$ cat config.mk
export PLATFORM = sky130hd
export DESIGN_NAME = dma_stream_port
export DESIGN_NICKNAME = d
export VERILOG_FILES = /design/src/inc/dma_stream_pkg.sv /design/src/hw/dma_stream_port.sv
export SDC_FILE = /design/constraint.sdc
export NUM_CORES = 1
export LEC_CHECK = 0
export BUFFER_PORTS_ARGS = -buffer_cell sky130_fd_sc_hd__buf_2
export CORE_UTILIZATION = 42
export DETAILED_ROUTE_END_ITERATION = 12
export GPL_TIMING_DRIVEN = 0
export PLACE_DENSITY_LB_ADDON = 0.2
export REMOVE_ABC_BUFFERS = 1
export SLEW_MARGIN = 20
export SYNTH_ARGS = -nofsm -noshare
export SYNTH_HDL_FRONTEND = slang
export SYNTH_SLANG_ARGS = --single-unit
$ cat constraint.sdc
create_clock -name clk_sys -period 1.5 [get_ports clk_sys]
set_clock_uncertainty 0.15 [all_clocks]
set_input_delay 0.15 -clock clk_sys [delete_from_list [all_inputs] [get_ports clk_sys]]
set_output_delay 0.15 -clock clk_sys [all_outputs]
set_load 0.02 [all_outputs]
$ cat src/inc/dma_stream_pkg.sv
// constants for the external dma and byte stream port
// assumes one 125 MHz system clock and a synchronous active-low reset
package dma_stream_pkg;
	localparam int unsigned CLK_PERIOD_NS = 8;
	localparam int unsigned SYNC_STAGES = 2;
	localparam logic [2:0] MARKER_BYTES = 3'h4;
	localparam logic MARKER_EN_RESET = 1'b1;
	localparam logic REQ_RESET = 1'b0;
	localparam int unsigned STREAM_HI = 31;
	localparam int unsigned STREAM_LO = 24;
	typedef enum logic [1:0] {
		XFER_IDLE,
		XFER_REQ,
		XFER_ACK
	} xfer_state_t;
endpackage

$ cat src/hw/dma_stream_port.sv
// external dma handshake, chip-select fifo requests and compressed byte stream port
// assumes fifo status and stream data come from logic on clk_sys; pins pass two flops
`timescale 1ns/1ns
// Notes on behaviour
// hold input is only an input; its active level follows a polarity setting.
// host picks channel 0 or 1 fifo via its chip select in chip-select mode.
// request channel 1 whenever its fifo can send or take data.
// in chip-select mode the channel 1 request pin is a service request.
// host acknowledges channel 1 request, then the transfer goes ahead.
// host keeps channel 1 acknowledge high except during dma or stream access.
// unused dma interface: host ties channel 1 acknowledge high permanently.
// stream byte rides host data 31 to 24, bits 7..4 on 31..28.
// multichip align pin aligns outputs of several devices; tie low when unused. Here it only passes three flops to align_seen.
// encode mode, marker enabled: marker rises once a field's last word is read.
// on the byte stream the marker stays high for four consecutive bytes.
// marker is enabled after reset with no configuration.
// boot configuration input is captured at reset and selects the boot mode.
// request channel 0 whenever its fifo can send or take data.
// valid is always an output; its active level follows a polarity setting.
// drop channel 1 request when its fifo can neither accept nor supply.
module dma_stream_port (
	input wire logic clk_sys,
	input wire logic rst_n,
	input wire logic chip_select_dma_mode,
	input wire logic encode_mode,
	input wire logic marker_disable,
	input wire logic hold_polarity,
	input wire logic valid_polarity,
	input wire logic fifo0_ready,
	input wire logic fifo1_ready,
	input wire logic field_last_read,
	input wire logic [7:0] stream_out_byte,
	input wire logic stream_out_valid,
	input wire logic stream_enable,
	input wire logic transfer_ack_ch1,
	input wire logic fifo_select_ch0,
	input wire logic fifo_select_ch1,
	input wire logic stream_hold,
	input wire logic boot_cfg2,
	input wire logic multichip_align_in,
	input wire logic [31:0] host_data_in,
	output logic transfer_request_ch0,
	output logic transfer_request_ch1,
	output logic [31:0] host_data_out,
	output logic [31:0] host_data_oe,
	output logic stream_valid_pin,
	output logic field_end_marker_pin,
	output logic boot_mode,
	output logic align_seen,
	output logic stream_stalled,
	output logic [7:0] stream_in_byte,
	output logic stream_in_strobe,
	output logic ack1_seen
);
	import dma_stream_pkg::*;

	////////////////////////////////////////////////////////////////////////////////
	typedef struct packed {
		logic [1:0] ack_sync;
		logic [1:0] cs0_sync;
		logic [1:0] cs1_sync;
		logic [1:0] hold_sync;
		logic [1:0] align_sync;
		logic [1:0] cfg_sync;
		logic boot_done;
		logic boot_mode;
		logic req0;
		logic req1;
		xfer_state_t st1;
		logic [2:0] marker_cnt;
		logic marker;
		logic [7:0] dout;
		logic doe;
		logic valid;
		logic stalled;
		logic align;
		logic [7:0] din;
		logic din_stb;
		logic ack_seen;
	} state_t;

	state_t q;
	state_t next_q;
	logic ack_low;
	logic cs0;
	logic cs1;
	logic hold_act;
	logic tx_byte;

	// synchronous level after the second flop, matched against a polarity bit
	function automatic logic active_at(input logic lvl, input logic pol);
		active_at = (lvl == pol);
	endfunction

	assign ack_low = ~q.ack_sync[1];
	assign cs0 = ~q.cs0_sync[1];
	assign cs1 = ~q.cs1_sync[1];
	// hold polarity
	assign hold_act = active_at(q.hold_sync[1], hold_polarity);
	assign tx_byte = stream_enable && stream_out_valid && !hold_act;

	////////////////////////////////////////////////////////////////////////////////
	always_comb begin
		next_q = q;
		next_q.ack_sync = {q.ack_sync[0], transfer_ack_ch1};
		next_q.cs0_sync = {q.cs0_sync[0], fifo_select_ch0};
		next_q.cs1_sync = {q.cs1_sync[0], fifo_select_ch1};
		next_q.hold_sync = {q.hold_sync[0], stream_hold};
		next_q.align_sync = {q.align_sync[0], multichip_align_in};
		next_q.cfg_sync = {q.cfg_sync[0], boot_cfg2};
		// capture boot strap
		if (!q.boot_done) begin
			next_q.boot_done = 1'b1;
			next_q.boot_mode = q.cfg_sync[1];
		end
		// align pin sampled
		next_q.align = q.align_sync[1];
		// channel 0 request
		next_q.req0 = chip_select_dma_mode ? (fifo0_ready && !cs0) : fifo0_ready;
		// channel 1 handshake
		case (q.st1)
			XFER_IDLE: begin
				if (fifo1_ready) begin
					next_q.st1 = XFER_REQ;
				end
			end
			XFER_REQ: begin
				if (ack_low) begin
					next_q.st1 = XFER_ACK;
				end else if (!fifo1_ready) begin
					next_q.st1 = XFER_IDLE;
				end
			end
			XFER_ACK: begin
				if (!ack_low) begin
					next_q.st1 = fifo1_ready ? XFER_REQ : XFER_IDLE;
				end
			end
			default: begin
				next_q.st1 = XFER_IDLE;
			end
		endcase
		next_q.ack_seen = (q.st1 == XFER_ACK);
		// service request in chip-select mode
		if (chip_select_dma_mode) begin
			next_q.req1 = fifo1_ready && !cs1;
		end else begin
			// drop request when fifo stuck
			next_q.req1 = (next_q.st1 != XFER_IDLE) && fifo1_ready;
		end
		// stream byte on upper host lines
		next_q.doe = stream_enable && encode_mode;
		next_q.stalled = stream_enable && hold_act;
		if (tx_byte) begin
			next_q.dout = stream_out_byte;
		end
		// valid with polarity
		next_q.valid = valid_polarity ? tx_byte : !tx_byte;
		next_q.din_stb = stream_enable && !encode_mode && !hold_act && ack_low;
		if (next_q.din_stb) begin
			next_q.din = host_data_in[STREAM_HI:STREAM_LO];
		end
		// marker rises after last word of field
		if (encode_mode && !marker_disable && field_last_read) begin
			next_q.marker_cnt = MARKER_BYTES;
			next_q.marker = 1'b1;
		end else if (q.marker && tx_byte) begin
			// four bytes long
			next_q.marker_cnt = q.marker_cnt - 3'h1;
			next_q.marker = (q.marker_cnt != 3'h1);
		end
		if (!rst_n) begin
			next_q = '0;
			next_q.ack_sync = 2'h3;
			next_q.cs0_sync = 2'h3;
			next_q.cs1_sync = 2'h3;
			// strap sync runs through reset
			next_q.cfg_sync = {q.cfg_sync[0], boot_cfg2};
			next_q.req0 = REQ_RESET;
			next_q.req1 = REQ_RESET;
			next_q.st1 = XFER_IDLE;
		end
	end

	always_ff @(posedge clk_sys) begin
		q <= next_q;
	end

	////////////////////////////////////////////////////////////////////////////////
	// marker on by default; only a disable input exists
	logic marker_en;
	assign marker_en = MARKER_EN_RESET & ~marker_disable;

	assign transfer_request_ch0 = q.req0;
	assign transfer_request_ch1 = q.req1;
	assign host_data_out = {q.dout, 24'h000000};
	assign host_data_oe = {{8{q.doe}}, 24'h000000};
	assign stream_valid_pin = q.valid;
	assign field_end_marker_pin = q.marker;
	assign boot_mode = q.boot_mode;
	assign align_seen = q.align;
	assign stream_stalled = q.stalled;
	assign stream_in_byte = q.din;
	assign stream_in_strobe = q.din_stb;
	assign ack1_seen = q.ack_seen;

	////////////////////////////////////////////////////////////////////////////////
	property p_marker_rise;
		@(posedge clk_sys) disable iff (!rst_n)
		(encode_mode && marker_en && field_last_read) |=> field_end_marker_pin;
	endproperty
	a_marker_rise: assert property (p_marker_rise) else $error("marker did not rise");

	property p_marker_len;
		@(posedge clk_sys) disable iff (!rst_n)
		($rose(field_end_marker_pin) && !field_last_read && !tx_byte)
		|-> (q.marker_cnt == MARKER_BYTES);
	endproperty
	a_marker_len: assert property (p_marker_len) else $error("marker count not four");

	property p_marker_default;
		@(posedge clk_sys) (!rst_n ##1 rst_n && encode_mode && field_last_read
			&& !marker_disable) |=> field_end_marker_pin;
	endproperty
	a_marker_default: assert property (p_marker_default) else $error("marker off");

	property p_req1_drop;
		@(posedge clk_sys) disable iff (!rst_n)
		(!fifo1_ready) |=> !transfer_request_ch1;
	endproperty
	a_req1_drop: assert property (p_req1_drop) else $error("ch1 request held");

	property p_req1_set;
		@(posedge clk_sys) disable iff (!rst_n)
		(!chip_select_dma_mode && fifo1_ready && q.st1 == XFER_REQ)
		|=> transfer_request_ch1;
	endproperty
	a_req1_set: assert property (p_req1_set) else $error("ch1 request missing");

	property p_srq1;
		@(posedge clk_sys) disable iff (!rst_n)
		(chip_select_dma_mode && fifo1_ready && !cs1) |=> transfer_request_ch1;
	endproperty
	a_srq1: assert property (p_srq1) else $error("ch1 service request missing");

	property p_req0;
		@(posedge clk_sys) disable iff (!rst_n)
		(!chip_select_dma_mode) |=> (transfer_request_ch0 == $past(fifo0_ready));
	endproperty
	a_req0: assert property (p_req0) else $error("ch0 request wrong");

	property p_hold;
		@(posedge clk_sys) disable iff (!rst_n)
		(stream_enable && hold_act) |=> stream_stalled;
	endproperty
	a_hold: assert property (p_hold) else $error("hold ignored");

	property p_valid;
		@(posedge clk_sys) disable iff (!rst_n)
		tx_byte |=> (stream_valid_pin == $past(valid_polarity));
	endproperty
	a_valid: assert property (p_valid) else $error("valid polarity wrong");

	property p_lanes;
		@(posedge clk_sys) disable iff (!rst_n)
		tx_byte |=> (host_data_out[31:28] == $past(stream_out_byte[7:4]));
	endproperty
	a_lanes: assert property (p_lanes) else $error("stream lanes wrong");

	c_marker: cover property (@(posedge clk_sys) disable iff (!rst_n)
		$fell(field_end_marker_pin));
	c_ack: cover property (@(posedge clk_sys) disable iff (!rst_n) $rose(ack1_seen));
	c_stall: cover property (@(posedge clk_sys) disable iff (!rst_n) $rose(stream_stalled));
endmodule

Word-level counts from Yosys, hierarchy flattened
Cells that the tools add are included.
{"block": "totals", "register_bits": 44, "input_bits": 58}
{"block": "op_classes", "eq_ne": 4, "addsub": 1, "n_reduce_logical": 21, "n_bitwise": 2, "muxes": 11}
{"op": "$logic_and A1 B1 Y1", "count": 13}
{"op": "$mux W2", "count": 4}
{"op": "$mux W4", "count": 2}
{"op": "$pmux W2 S3", "count": 1}
{"op": "$logic_not A1 Y1", "count": 4}
{"op": "$mux W1", "count": 4}
{"op": "$reduce_bool A2 Y1", "count": 2}
{"op": "$ne A3 B1 Y1 const B", "count": 1}
{"op": "$sub A3 B1 Y3 const B", "count": 1}
{"op": "$eq A2 B1 Y1 const B", "count": 1}
{"op": "$eq A2 B2 Y1 const B", "count": 1}
{"op": "$logic_not A2 Y1", "count": 1}
{"op": "$not A1 Y1", "count": 2}
{"op": "$reduce_or A2 Y1", "count": 1}
{"op": "$eq A1 B1 Y1", "count": 1}

Logic depth before layout (Yosys ltp)
{"block": "logic_depth", "word_depth": 6, "mapped_depth": 5, "ltp_nobuf": 5}

Worst setup path after synthesis
No wires, ideal clock.
{"block": "synth_timing", "kind": "register to register", "from": "reg q[37] in the netlist's numbering", "to": "reg q (netlist bit stream_in_byte[0])", "period_less_slack_ns": 1.314, "required_time_ns": 1.278, "setup_ns": 0.072, "path_buffers": 1, "path_stages_with_launch": 5, "arrival_time_ns": 1.093, "path_slack_ns": 0.186, "cell_sequence": "dfxtp_1 xnor2_2 nor4b_2 buf_6 mux2i_1"}
{"block": "synth_between", "elab_chain_len": 4}
{"element": "start: declaration", "line": "dma_stream_port.sv:82", "text": "state_t q;"}
{"element": "start signal: assignment", "line": "dma_stream_port.sv:186", "text": "q <= next_q;"}
{"element": "$eq A1 B1 Y1", "line": "dma_stream_port.sv:92", "text": "active_at = (lvl == pol);"}
{"element": "$logic_not A1 Y1", "line": "dma_stream_port.sv:159", "text": "next_q.din_stb = stream_enable && !encode_mode && !hold_act && ack_low;"}
{"element": "$logic_and A1 B1 Y1 (2 in a row)", "line": "dma_stream_port.sv:159"}
No other way between the ends.
A chain may end at the register's enable or synchronous reset.

Worst setup path after layout
{"block": "layout_timing", "from": "reg q[37] in the netlist's numbering", "to": "reg q (netlist bit stream_in_byte[2])"}
Same word-level chain as after synthesis.

==> flow_summary_export.csv <==
group,metric,value,unit
synth,synth_async_sr_flop_share,0,
synth,synthAdderAreaFrac,0.0119,
synth,synth_edf_count,0,
synth,ys_ff_latch,44,
detailed_routing,route.met2.wl,1.56,mm
placement,gp_congestion,0.696,
detailed_routing,vias_per_cell,4.00,
placement,port_buffers,66,
timing,maxClockFrequency,726,MHz
detailed_routing,drc,0,
cts,tritoncts,"built",
cts,cts_buffers,5,
grt,grt-ovfl-total,0,
die,die_area,5310,µm²
synth,yosys_warnings,0,
grt,grt_start_max_net_pins,54,
setup_path,cp.required,1570,ps
layout,antenna_cells,0,
synth,synthCells,230,
power_and_ir_drop,vdd_drop_max,0.475,mV
cts,clk_pin_slew,80,ps
detailed_routing,wl_per_cell,8.96,µm
layout,drive_gt1_frac,0.261,
synth,syn_area,2110,µm²
synth,synth_flop_cell,"dfxtp_1",
setup_path,r2r-start,"q[37]",
synth,synth_top_area_frac,0.417,
setup_path,worstSetupStartpointType,"flip-flop",
grt,grt_usage,0.130,
grt,antenna_found_initial,0,
layout,fillers,440,
synth,ys_types,31,
synth,ys_seq_area_frac,0.417,
placement,dp_cells,331,
setup_path,worst_r2r_path_depth,4,
setup_path,worstPathArrival,1450,ps
timing,rsz0062_at_grt,"no",
cts,clk_latency,280,ps
placement,pre_cts_slack,-261,ps
timing,finalHoldViolations,0,
die,initial_utilization,0.441,
hold_path,hold_depth,2,
hold_path,worstHoldStart,"stream_enable",
timing,worst_pin_slew,833,ps
hold_path,min_path_type,"in2reg",
detailed_routing,vias,1464,
detailed_routing,drtIter0Drc,53,
timing,slew_headroom,0.444,
detailed_routing,firstDrtPassIters,4,
synth,synth-xor-area-share,0.0160,
setup_path,worst-path-max-fanout,9,
grt,grt_pass1_vias,1291,
grt,grt_pass1_wl,5.35,mm
detailed_routing,wl_met3,238,µm
synth,synth_compound_gate_area_share,0.0338,
cts,cts_root_buffer,"clkbuf_8",
timing,tns,0,ps
setup_path,critPathCaptureType,"flip-flop",
placement,place_hpwl,2.12,mm
hold_path,min_to,"host_data_oe[24]",
layout,finalNetCount,358,
synth,synth_top_family_by_area,"buffers and inverters",
detailed_routing,antenna_left,0,
layout,fin_area,2520,µm²
timing,report.final.slew_viol_count,0,
layout,syn_to_final_growth,19.4,%
setup_path,reg2reg_slack,120,ps
timing,setup_ws,122,ps
timing,post-route-period-util,0.918,
synth,muxShareOfSynthArea,0.0854,
die,rows,25,
die,coreArea,4790,µm²
setup_path,r2r-end,"stream_in_byte[2]",
power_and_ir_drop,power_density,934,nW/µm²
synth,yosys.area.top_type,"dfxtp_1",
setup_path,path_class,"reg2reg",
detailed_routing,wirelength_met1,1.45,mm
die,die_h,72.9,µm
placement,place_area,2130,µm²
cts,cts.sinks,44,
run,maxCapViolCount,0,
timing,setup_viol,0,
timing,min_period,1380,ps
cts,cts_max_level,2,
layout,final_cells,366,
cts,clockBufferDepth,2,
die,die_w,72.9,µm
power_and_ir_drop,p_leak,1.22,nW
detailed_routing,drt_wl_total,3.28,mm
detailed_routing,highest_layer,"met4",
die,io_pins,139,
synth,avgSynthCellArea,9.18,µm²
synth,ys_top_cells_by_area,"dfxtp_1 (42%), buf_4 (26%), mux2i_1 (8.5%), nand2_1 (6.8%), nand2b_1 (2.1%)",
synth,synth-simple-area-share,0.152,
status,status,"completed",
## Yosys cell counts, types with 2 or more instances
library cell / count
and3_1: 3
nand2_1: 38
buf_4: 72
nand2b_1: 7
and2_1: 6
a21oi_1: 7
dfxtp_1: 44
inv_1: 5
mux2i_1: 18
ha_1: 2
clkbuf_1: 5
nor2_1: 4
## worst max-delay path, stage by stage, from the launching register on
cell and delay (ps):
dfxtp_2 360, xnor2_4 170, nor4b_4 280, buf_12 180
mux2i_1 180
## cell families after synthesis
group           count (synthesis)
compound gates                 12
xor+xnor                        3
fa+ha+maj                       2
buf+inv                        84
flops                          44
mux                            18
other cells                     1
simple gates                   66
## area by class of cell
| type | instances | area (µm²) | share of cell area |
|---|---|---|---|
| clock buffer | 7 | 86.3 | 0.0342 |
| clock inverter | 1 | 7.51 | 0.00298 |
| inverter | 5 | 18.8 | 0.00744 |
| multi-input combinational | 149 | 832 | 0.330 |
| sequential | 44 | 882 | 0.350 |
| tap | 67 | 83.8 | 0.0333 |
| timing repair buffer | 93 | 611 | 0.242 |
## metrics by stage
step                      hold slack [ps]   util  total power, W
after floorplan                      27.7      -         0.00147
after global placement                107  0.444         0.00157
after detailed placement              111  0.446         0.00157
after CTS                           0.984  0.524         0.00239
after global routing                 18.3  0.527         0.00248
final                                16.6  0.527         0.00236
## where the power goes
| part | switching (W) | internal, W |
|---|---|---|
| Clock | 0.000376 | 0.000374 |
| Sequential | 0.0000194 | 0.00121 |
| Combinational | 0.000238 | 0.000138 |
## state kept, by name (all words and copies together) (netlist names)
signal	count
ack1_seen	1
stream_in_strobe	1
stream_valid_pin	1
align_seen	1
boot_mode	1
q	18
host_data_oe	1
host_data_out	8
transfer_request_ch0	1
field_end_marker_pin	1
stream_stalled	1
transfer_request_ch1	1
stream_in_byte	8
## repair_timing
action / CTS / global route
hold buffers: 26 / 0
setup buffers: 1 / 0
endpoints found under the setup margin: 9 / 9
resized for setup: 0 / 2
endpoints found under the hold margin: 26 / 0
pin swaps: 1 / 1
## layer usage
layer / vias to the layer above / GRT usage
met3: 4 / 0.0373
met4: 0 / 0.0458
met1: 643 / 0.146
met2: 72 / 0.234
met5: - / 0
li1: 745 / -
## cells in the final DEF, fill, tap and decap left out, types with 2 or more instances in the layout
cell            n
a21oi_1         7
and2_1          6
and3_1          3
buf_2          66
clkbuf_8        6
conb_1         48
dfxtp_1        43
dlygate4sd3_1  26
ha_1            2
inv_1           5
mux2i_1        18
nand2_1        38
nand2b_1        7
nor2_1          4
## worst max-delay path by stage
stage,startpoint,end,depth (start not counted)
2_1_floorplan,q[37],stream_in_byte[0],3
3_3_place_gp,q[37],stream_in_byte[0],3
3_5_place_dp,q[37],stream_in_byte[7],3
4_1_cts,q[37],stream_in_byte[0],4
5_1_grt,q[37],stream_in_byte[0],4
6_report,q[37],stream_in_byte[2],4
Power figures use the tool's default switching activity.
